<file path="config.mk">
export PLATFORM = sky130hd
export DESIGN_NAME = codec_host_status_irq
export DESIGN_NICKNAME = d
export VERILOG_FILES = /design/src/codec_irq_pkg.sv /design/src/codec_host_status_irq.sv
export VERILOG_INCLUDE_DIRS = /design/src
export SDC_FILE = /design/constraint.sdc
export NUM_CORES = 1
export LEC_CHECK = 0
export BUFFER_PORTS_ARGS = -buffer_cell sky130_fd_sc_hd__buf_4
export CAP_MARGIN = 20
export CORE_MARGIN = 8
export CORE_UTILIZATION = 35
export CTS_CLUSTER_DIAMETER = 40
export DETAILED_ROUTE_END_ITERATION = 8
export HOLD_SLACK_MARGIN = 0.06
export PLACE_DENSITY = 0.72
export SYNTH_ARGS = -nofsm -noshare
export SYNTH_HDL_FRONTEND = slang
export SYNTH_SLANG_ARGS = --single-unit
</file>
<file path="constraint.sdc">
create_clock -name sys_clk_in -period 1.32 [get_ports sys_clk_in]
set_clock_uncertainty 0.1 [all_clocks]
set_input_delay 0.264 -clock sys_clk_in [delete_from_list [all_inputs] [get_ports sys_clk_in]]
set_output_delay 0.264 -clock sys_clk_in [all_outputs]
set_load 0.01 [all_outputs]
</file>
<file path="src/codec_irq_defines.svh">
// Constants for the host status and interrupt block.
// Assumes inclusion by bare name from the package and the design.
`ifndef CODEC_IRQ_DEFINES_SVH
`define CODEC_IRQ_DEFINES_SVH

// -----------------------------------------------------------------------------
// Mask and status bit positions, source count and reset values
// -----------------------------------------------------------------------------
`define IRQ_BIT_HALT 0
`define IRQ_BIT_SERVICE 1
`define IRQ_BIT_ERROR 2
`define IRQ_BIT_FINAL 3
`define IRQ_BIT_STATS 4
`define IRQ_BIT_LINK 5
`define IRQ_NUM_SRC 6
`define IRQ_MASK_RESET 6'h00
`define IRQ_POL_RESET 1'h0

`endif

</file>
<file path="src/codec_irq_pkg.sv">
// Types shared by the host status and interrupt block.
// Assumes the defines header is on the include path.
`include "codec_irq_defines.svh"

package codec_irq_pkg;

	// FIFO condition inputs from the compressed-data queue
	typedef struct packed {
		logic empty;
		logic full;
		logic nearly_full;
		logic nearly_empty;
		logic overflow;
		logic underflow;
	} queue_cond_t;

	// Status vector, one bit per interrupt source
	typedef logic [`IRQ_NUM_SRC-1:0] irq_vec_t;

	typedef enum logic [0:0] {
		MODE_ENCODE = 1'b0,
		MODE_DECODE = 1'b1
	} codec_mode_t;

endpackage : codec_irq_pkg

</file>
<file path="src/codec_host_status_irq.sv">
// Host status pins, mask/status register and host interrupt of the codec.
// Assumes all inputs are synchronous to sys_clk_in; the host writes the
// mask and polarity as plain ports.
`include "codec_irq_defines.svh"

module codec_host_status_irq (
	input wire logic sys_clk_in,
	input wire logic reset_in,
	input wire codec_irq_pkg::codec_mode_t mode_in,
	input wire codec_irq_pkg::queue_cond_t queue_in,
	input wire logic stats_updated_in,
	input wire logic stats_read_in,
	input wire logic field_last_pending_in,
	input wire logic link_error_in,
	input wire codec_irq_pkg::irq_vec_t irq_mask_in,
	input wire logic irq_mask_we_in,
	input wire logic irq_polarity_in,
	input wire logic irq_polarity_we_in,
	output logic fifo_halt_flag_out,
	output logic queue_service_pin_out,
	output logic queue_error_pin_out,
	output logic statistics_valid_pin_out,
	output logic field_final_word_flag_out,
	output codec_irq_pkg::irq_vec_t irq_status_out,
	output codec_irq_pkg::irq_vec_t irq_mask_out,
	output logic irq_polarity_out,
	output logic host_irq_pin_out
);
	import codec_irq_pkg::*;

	// -------------------------------------------------------------------------
	// State
	// -------------------------------------------------------------------------
	irq_vec_t status;
	irq_vec_t next_status;
	irq_vec_t mask;
	irq_vec_t next_mask;
	logic polarity;
	logic next_polarity;
	logic stats_valid;
	logic next_stats_valid;
	logic irq_pin;
	logic next_irq_pin;
	logic halt_now;
	logic service_now;
	logic error_now;

	// -------------------------------------------------------------------------
	// FIFO conditions for the current direction
	// -------------------------------------------------------------------------
	always_comb begin
		halt_now = queue_in.full;
		service_now = queue_in.nearly_empty;
		error_now = queue_in.underflow;
		// Encode drains the queue to the host, decode fills it
		if (mode_in == MODE_ENCODE) begin
			halt_now = queue_in.empty;
			service_now = queue_in.nearly_full;
			error_now = queue_in.overflow;
		end
	end

	// -------------------------------------------------------------------------
	// Statistics-valid latch
	// -------------------------------------------------------------------------
	always_comb begin
		next_stats_valid = stats_valid;
		// Set wins over a read in the same cycle; one event per field
		if (stats_updated_in) begin
			next_stats_valid = 1'b1;
		end else if (stats_read_in) begin
			next_stats_valid = 1'b0;
		end
	end

	always_ff @(posedge sys_clk_in or posedge reset_in) begin
		if (reset_in) begin
			stats_valid <= 1'b0;
		end else begin
			stats_valid <= next_stats_valid;
		end
	end

	// -------------------------------------------------------------------------
	// Status register
	// -------------------------------------------------------------------------
	always_comb begin
		next_status = '0;
		next_status[`IRQ_BIT_HALT] = halt_now;
		next_status[`IRQ_BIT_SERVICE] = service_now;
		next_status[`IRQ_BIT_ERROR] = error_now;
		next_status[`IRQ_BIT_FINAL] = field_last_pending_in;
		next_status[`IRQ_BIT_STATS] = next_stats_valid;
		next_status[`IRQ_BIT_LINK] = link_error_in;
	end

	// Pins are registered, so status and pins always agree
	always_ff @(posedge sys_clk_in or posedge reset_in) begin
		if (reset_in) begin
			status <= '0;
		end else begin
			status <= next_status;
		end
	end

	// -------------------------------------------------------------------------
	// Mask and polarity
	// -------------------------------------------------------------------------
	always_comb begin
		next_mask = mask;
		next_polarity = polarity;
		if (irq_mask_we_in) begin
			next_mask = irq_mask_in;
		end
		if (irq_polarity_we_in) begin
			next_polarity = irq_polarity_in;
		end
	end

	always_ff @(posedge sys_clk_in or posedge reset_in) begin
		if (reset_in) begin
			mask <= `IRQ_MASK_RESET;
			polarity <= `IRQ_POL_RESET;
		end else begin
			mask <= next_mask;
			polarity <= next_polarity;
		end
	end

	// -------------------------------------------------------------------------
	// Host interrupt pin
	// -------------------------------------------------------------------------
	// Built from next values: moves with status, free of glitches
	always_comb begin
		next_irq_pin = |(next_status & next_mask);
		next_irq_pin = next_irq_pin ^ next_polarity;
	end

	always_ff @(posedge sys_clk_in or posedge reset_in) begin
		if (reset_in) begin
			// Idle level of the pin is the reset polarity
			irq_pin <= `IRQ_POL_RESET;
		end else begin
			irq_pin <= next_irq_pin;
		end
	end

	// -------------------------------------------------------------------------
	// Outputs
	// -------------------------------------------------------------------------
	assign host_irq_pin_out = irq_pin;
	assign fifo_halt_flag_out = status[`IRQ_BIT_HALT];
	assign queue_service_pin_out = status[`IRQ_BIT_SERVICE];
	assign queue_error_pin_out = status[`IRQ_BIT_ERROR];
	assign statistics_valid_pin_out = status[`IRQ_BIT_STATS];
	assign field_final_word_flag_out = status[`IRQ_BIT_FINAL];
	assign irq_status_out = status;
	assign irq_mask_out = mask;
	assign irq_polarity_out = polarity;

	// -------------------------------------------------------------------------
	// Checks
	// -------------------------------------------------------------------------
	a_halt_encode: assert property (@(posedge sys_clk_in)
		disable iff (reset_in) (mode_in == MODE_ENCODE) |=>
		fifo_halt_flag_out == $past(queue_in.empty))
		else $error("halt flag wrong in encode");
	a_halt_decode: assert property (@(posedge sys_clk_in)
		disable iff (reset_in) (mode_in == MODE_DECODE) |=>
		fifo_halt_flag_out == $past(queue_in.full))
		else $error("halt flag wrong in decode");
	a_status_mirror: assert property (@(posedge sys_clk_in)
		disable iff (reset_in)
		irq_status_out[`IRQ_BIT_STATS] == statistics_valid_pin_out &&
		irq_status_out[`IRQ_BIT_HALT] == fifo_halt_flag_out)
		else $error("status register not mirroring pins");
	a_status_track: assert property (@(posedge sys_clk_in)
		disable iff (reset_in) 1'b1 |=>
		irq_status_out[`IRQ_BIT_FINAL] == $past(field_last_pending_in))
		else $error("status final bit not tracking");
	a_stats_rise: assert property (@(posedge sys_clk_in)
		disable iff (reset_in)
		stats_updated_in |=> statistics_valid_pin_out)
		else $error("stats pin missed update");
	a_stats_clear: assert property (@(posedge sys_clk_in)
		disable iff (reset_in)
		(stats_read_in && !stats_updated_in) |=> !statistics_valid_pin_out)
		else $error("stats pin not cleared by read");
	a_stats_keep: assert property (@(posedge sys_clk_in)
		disable iff (reset_in) (!stats_read_in && !stats_updated_in) |=>
		$stable(statistics_valid_pin_out))
		else $error("stats pin changed without event");
	a_stats_hold: assert property (@(posedge sys_clk_in)
		disable iff (reset_in)
		$rose(statistics_valid_pin_out) |-> $past(stats_updated_in))
		else $error("stats pin rose without field update");
	a_final_word: assert property (@(posedge sys_clk_in)
		disable iff (reset_in)
		field_last_pending_in |=> field_final_word_flag_out)
		else $error("final word flag late");
	a_final_clear: assert property (@(posedge sys_clk_in)
		disable iff (reset_in)
		!field_last_pending_in |=> !field_final_word_flag_out)
		else $error("final word flag without pending word");
	a_irq_combine: assert property (@(posedge sys_clk_in)
		disable iff (reset_in) host_irq_pin_out ==
		((|(irq_status_out & irq_mask_out)) ^ irq_polarity_out))
		else $error("host interrupt wrong");
	a_irq_enabled: assert property (@(posedge sys_clk_in)
		disable iff (reset_in) ((irq_status_out & irq_mask_out) != '0) |->
		(host_irq_pin_out != irq_polarity_out))
		else $error("enabled source did not raise interrupt");
	a_link_status: assert property (@(posedge sys_clk_in)
		disable iff (reset_in) 1'b1 |=>
		irq_status_out[`IRQ_BIT_LINK] == $past(link_error_in))
		else $error("link error source not tracking");
	a_polarity_take: assert property (@(posedge sys_clk_in)
		disable iff (reset_in)
		irq_polarity_we_in |=> irq_polarity_out == $past(irq_polarity_in))
		else $error("polarity not taken");
	a_error_pin: assert property (@(posedge sys_clk_in)
		disable iff (reset_in)
		(mode_in == MODE_DECODE && queue_in.underflow) |=> queue_error_pin_out)
		else $error("error pin missed underflow");
	a_error_encode: assert property (@(posedge sys_clk_in)
		disable iff (reset_in) (mode_in == MODE_ENCODE) |=>
		queue_error_pin_out == $past(queue_in.overflow))
		else $error("error pin wrong in encode");
	a_service_pin: assert property (@(posedge sys_clk_in)
		disable iff (reset_in) (mode_in == MODE_ENCODE) |=>
		queue_service_pin_out == $past(queue_in.nearly_full))
		else $error("service pin wrong in encode");
	a_service_decode: assert property (@(posedge sys_clk_in)
		disable iff (reset_in) (mode_in == MODE_DECODE) |=>
		queue_service_pin_out == $past(queue_in.nearly_empty))
		else $error("service pin wrong in decode");
	a_mask_gate: assert property (@(posedge sys_clk_in)
		disable iff (reset_in)
		(irq_mask_out == '0) |-> host_irq_pin_out == irq_polarity_out)
		else $error("interrupt raised with all masked");
	a_mask_take: assert property (@(posedge sys_clk_in)
		disable iff (reset_in)
		irq_mask_we_in |=> irq_mask_out == $past(irq_mask_in))
		else $error("mask not taken");

endmodule : codec_host_status_irq

</file>
# After elaboration in Yosys (flattened, before gate mapping)
# Cells that the tools add are included.
word_totals:
  ram_bits: 0
  memories: 0
  romBits: 0
  latchBits: 0
  reg_bits: 15
  in_bits: 22
  wordCells: 15
  out_inout_bits: 19
op_classes:
  n_addsub: 0
  n_mul: 0
  shift: 0
  n_mux: 7
  bitwise: 2
  n_reduce_logical: 1
  div: 0
  n_eq_ne: 0
  n_lt_le_gt_ge: 0
op_table:
  columns: ["operator", "count"]
  rows:
  - ["$and A6 B6 Y6", 1]
  - ["$mux W1", 6]
  - ["$mux W6", 1]
  - ["$reduce_or A6 Y1", 1]
  - ["$xor A1 B1 Y1", 1]

# Depth between registers and ports, before layout
depth:
  depth_word: 5
  depth_mapped: 5
  mapped_depth_nobuf: 4

# Worst setup path after synthesis
# No wires, ideal clock.
synth_timing:
  path_type: "input to register"
  startpoint: "input irq_mask_we_in"
  endpoint: "register irq_pin, in the netlist host_irq_pin_out"
  setup_ps: 124
  arrival_ps: 1098
  required_ps: 1096
  path_slack_ps: -2
  cell_stages: 5
  n_path_buf: 1
  path_cell_list: "buf_6 -> mux2_4 -> a22oi_2 -> nand4_1 -> xor2_1"
synth_via:
  elab_chain_cells: 4
synth_lines:
  columns: ["item", "line", "text"]
  rows:
  - ["from (decl)", "codec_host_status_irq.sv:16", "input wire logic irq_mask_we_in,"]
  - ["$mux W6", "codec_host_status_irq.sv:112", "if (irq_mask_we_in) begin"]
  - ["net next_mask[3]", "codec_host_status_irq.sv:37", "irq_vec_t next_mask;"]
  - ["$and A6 B6 Y6", "codec_host_status_irq.sv:135", "next_irq_pin = |(next_status & next_mask);"]
  - ["$reduce_or A6 Y1", "codec_host_status_irq.sv:135", null]
  - ["$xor A1 B1 Y1", "codec_host_status_irq.sv:136", "next_irq_pin = next_irq_pin ^ next_polarity;"]
  - ["net next_irq_pin", "codec_host_status_irq.sv:43", "logic next_irq_pin;"]
  - ["to (signal assigned)", "codec_host_status_irq.sv:142", "irq_pin <= `IRQ_POL_RESET;"]
  - ["to (signal assigned)", "codec_host_status_irq.sv:144", "irq_pin <= next_irq_pin;"]
  - ["to (decl)", "codec_host_status_irq.sv:42", "logic irq_pin;"]
# The timed path passes the listed nets, and every way through them passes these cells.

# Worst setup path in the final report
layout_timing:
  startpoint: "register mask[1], in the netlist irq_mask_out[1]"
  endpoint: "register irq_pin, in the netlist host_irq_pin_out"
layout_via:
  elab_chain_cells: 4
layout_lines:
  columns: ["item", "line", "text"]
  rows:
  - ["from (decl)", "codec_host_status_irq.sv:36", "irq_vec_t mask;"]
  - ["from (signal assigned)", "codec_host_status_irq.sv:122", "mask <= `IRQ_MASK_RESET;"]
  - ["from (signal assigned)", "codec_host_status_irq.sv:125", "mask <= next_mask;"]
  - ["$mux W6", "codec_host_status_irq.sv:112", null]
  - ["net next_mask[1]", "codec_host_status_irq.sv:37", null]
  - ["$and A6 B6 Y6", "codec_host_status_irq.sv:135", null]
  - ["$reduce_or A6 Y1", "codec_host_status_irq.sv:135", null]
  - ["$xor A1 B1 Y1", "codec_host_status_irq.sv:136", null]
  - ["net next_irq_pin", "codec_host_status_irq.sv:43", null]
# The timed path passes the listed nets, and every way through them passes these cells.

==> summary.txt <==
Run status
  – Status: completed

Placement
  – Placer congestion estimate: around 0.64
  – # port buffers: 40
  – Place WS: -0.0832 ns

Synthesis
  – Mapped cell area: 592 um^2
  – Area share of the largest cell type after synthesis: 59.2%
  – Mapped Cells: 39
  – Area contributors post-synth: dfrtp_1 (59%), mux2_2 (13%), mux2_4 (7.6%)
  – Most frequent cell after synthesis: dfrtp_1
  – Share of flip-flops with an asynchronous set or reset: 100%
  – Seq/Total Area, Yosys: about three fifths
  – Post-Syn Nets: about 60
  – Number of distinct library cells after synthesis: 13
  – Warnings from Yosys: 0
  – Post-synth EDFFs: 0
  – Ys flop type: dfrtp_1
  – Yosys reg bits: 14
  – Synth top cells by count: dfrtp_1 (14), mux2_2 (7), buf_4 (5)
  – Leading area contributor after synthesis: dfrtp_1
  – Average size of a mapped cell: roughly 15 um^2

Setup path
  – R2R Setup Slk: between 0.009 and 0.01 ns
  – R2r worst-path depth: 4
  – CP required: around 1.4 ns
  – Nature of the critical path startpoint: flop
  – RR Startpoint: irq_mask_out[1]$_DFF_PP0_
  – Critical Path, Cell by Cell: mux2_4 > a22oi_2 > nand4_1 > xor2_1
  – Worst path max stage delay: 0.38 ns
  – WS Path Type: flop to flop
  – Critical Path AT: about 1.4 ns
  – Buf/Inv on CP: 0
  – Reg2reg end: host_irq_pin_out$_DFF_PP0_
  – CP delay by family, top: flip-flops
  – CP endpoint kind: flop
  – Slowest CP cell: dfrtp_1
  – WP depth: 4
  – Worst Path Max Fanout: 2

Flow run
  – Max-Cap Viols: 0

CTS
  – Clk sinks: 14
  – H-Tree Depth: 1
  – Reg clk slew, reported paths: 0.08 ns
  – CTS tree: built
  – Clock tree buffer depth: 2
  – Clock root cell: clkbuf_4
  – Total CTS buffers: 3
  – Clk_lat worst skew: about 0.26 ns

STA
  – Actual slew at the worst max-slew pin: 0.530 ns
  – Final setup viols: 0
  – Setup TNS: 0 ns
  – Fmax achieved: roughly 760 MHz
  – RSZ-0062 raised after global routing: true
  – Rel. slew slack: about 65%
  – Final setup margin: about 0.0094 ns
  – Slew Limit Fails: 0
  – Final hold viol count: 0
  – Final min period: around 1.3 ns
  – Period utilisation layout: 99.3%

Drt
  – WL final: ~1500 um
  – Via count: 466
  – Via density per instance: around 4.8
  – Remaining DRCs: 0
  – Routed Antenna Nets: 0
  – Initial drt markers: 6
  – Routed wire per std cell: 15.7 um
  – TritonRoute pass-1 iters: 4

Floorplan
  – I/O pin count: about 40
  – Total Die Area: 3260 um^2
  – Die X: 57.1 um
  – Die Y: 57.1 um
  – Initial Utilization: ~36%
  – Number of cell rows: 15
  – Area of the core: between 1500 and 2000 um^2

GRT
  – Top Usage Layer GRT: met2
  – Tot GR Track Use: under 10%
  – Pin count of the biggest net entering global routing: 15
  – M3 GR Usage: under 10%
  – Initial antenna violation count: 0
  – Number of global-route vias before repair: between 400 and 500
  – Total gr overflow: 0
  – Global Route met2 Usage: 15.5%
  – Met1 Usage GRT: about 9%
  – Global-route wire length before repair: around 2300 um

Final layout
  – N_diodes: 0
  – Area grow syn2layout: 57.5%
  – Share of layout cells above drive strength 1: ~73%
  – Final #Nets: between 100 and 150

Worst hold path
  – Hold crit path type: input pin to flop
  – Min-Delay Endpoint: irq_status_out[4]$_DFF_PP0_
  – Worst hold start: stats_updated_in
  – Hold path depth: 2

Power and ir drop
  – LEAKAGE: 0.467 nW
  – PD cells: between 1000 and 1500 nW/um^2
  – Worst IR Drop VDD: 0.442 mV
-- layer usage --
metal,routed length [um],up-vias
li1,-,214
met1,585,221
met2,792,27
met3,128,4
met4,33,0
met5,0,-
-- registers in the layout (all words and copies together), names as in the netlist --
signal,cells
irq_status_out,6
irq_mask_out,6
host_irq_pin_out,1
irq_polarity_out,1
-- area by class of cell --
type                            count  area (um^2)
Inverter                            1         3.75
Clock buffer                        3         22.5
Multi-Input combinational cell     18          189
Fill cell                         149          719
Timing Repair Buffer               45          345
Sequential cell                    14          350
Tap cell                           17         21.3
-- worst max-delay path by stage --
| stage | start | end | slack [ns] |
|---|---|---|---|
| after floorplan | irq_mask_we_in | host_irq_pin_out$_DFF_PP0_ | 0.01 |
| after global placement | mode_in | host_irq_pin_out$_DFF_PP0_ | -0.07 |
| after detailed placement | mode_in | host_irq_pin_out$_DFF_PP0_ | -0.08 |
| after CTS | irq_mask_out[1]$_DFF_PP0_ | host_irq_pin_out$_DFF_PP0_ | 0.001 |
| after global routing | irq_mask_out[1]$_DFF_PP0_ | host_irq_pin_out$_DFF_PP0_ | -0.03 |
| final | irq_mask_out[1]$_DFF_PP0_ | host_irq_pin_out$_DFF_PP0_ | 0.009 |
-- stage by stage --
| stage | cells | hold WS, ns | instance area [um^2] | utilization (%) | total power [W] |
|---|---|---|---|---|---|
| detailed placement | 90 | 0.239 | 865 | 52.3 | 0.000746 |
| global route | 98 | 0.0927 | 932 | 56.4 | 0.00103 |
| finish | 98 | 0.110 | 932 | 56.4 | 0.000974 |
| CTS | 96 | 0.106 | 917 | 55.5 | 0.000978 |
| global placement | 90 | 0.232 | 865 | 52.3 | 0.000741 |
| floorplan | 39 | 0.0532 | 592 | - | 0.000615 |
-- logic make-up after synthesis --
kind of cell	share of synthesized area, %
simple gates	3.81
compound gates	5.71
mux	20.9
xor+xnor	1.48
buf+inv	8.88
flops	59.2
-- power breakdown --
part | switching [W] | internal (W)
registers | 0.0000201 | 0.000469
logic | 0.000102 | 0.000159
clock network | 0.000119 | 0.000105
-- placed cells by master, fill, tap and decap left out --
master,count
xor2_1,1
mux2_4,3
a22oi_2,2
nand2_1,1
inv_1,1
clkbuf_4,3
or2_2,1
dlygate4sd3_1,3
nor2b_1,1
dfrtp_1,14
nand4_1,1
mux2_2,7
buf_4,42
o21ai_2,1
-- timing repair --
| action | in CTS | in global routing |
|---|---|---|
| gates resized for setup | 0 | 0 |
| hold endpoints to repair | 16 | 0 |
| buffers inserted | 0 | 2 |
| setup endpoints to repair | 0 | 1 |
| hold buffers | 3 | 0 |
(Power assumes the default switching activity.)
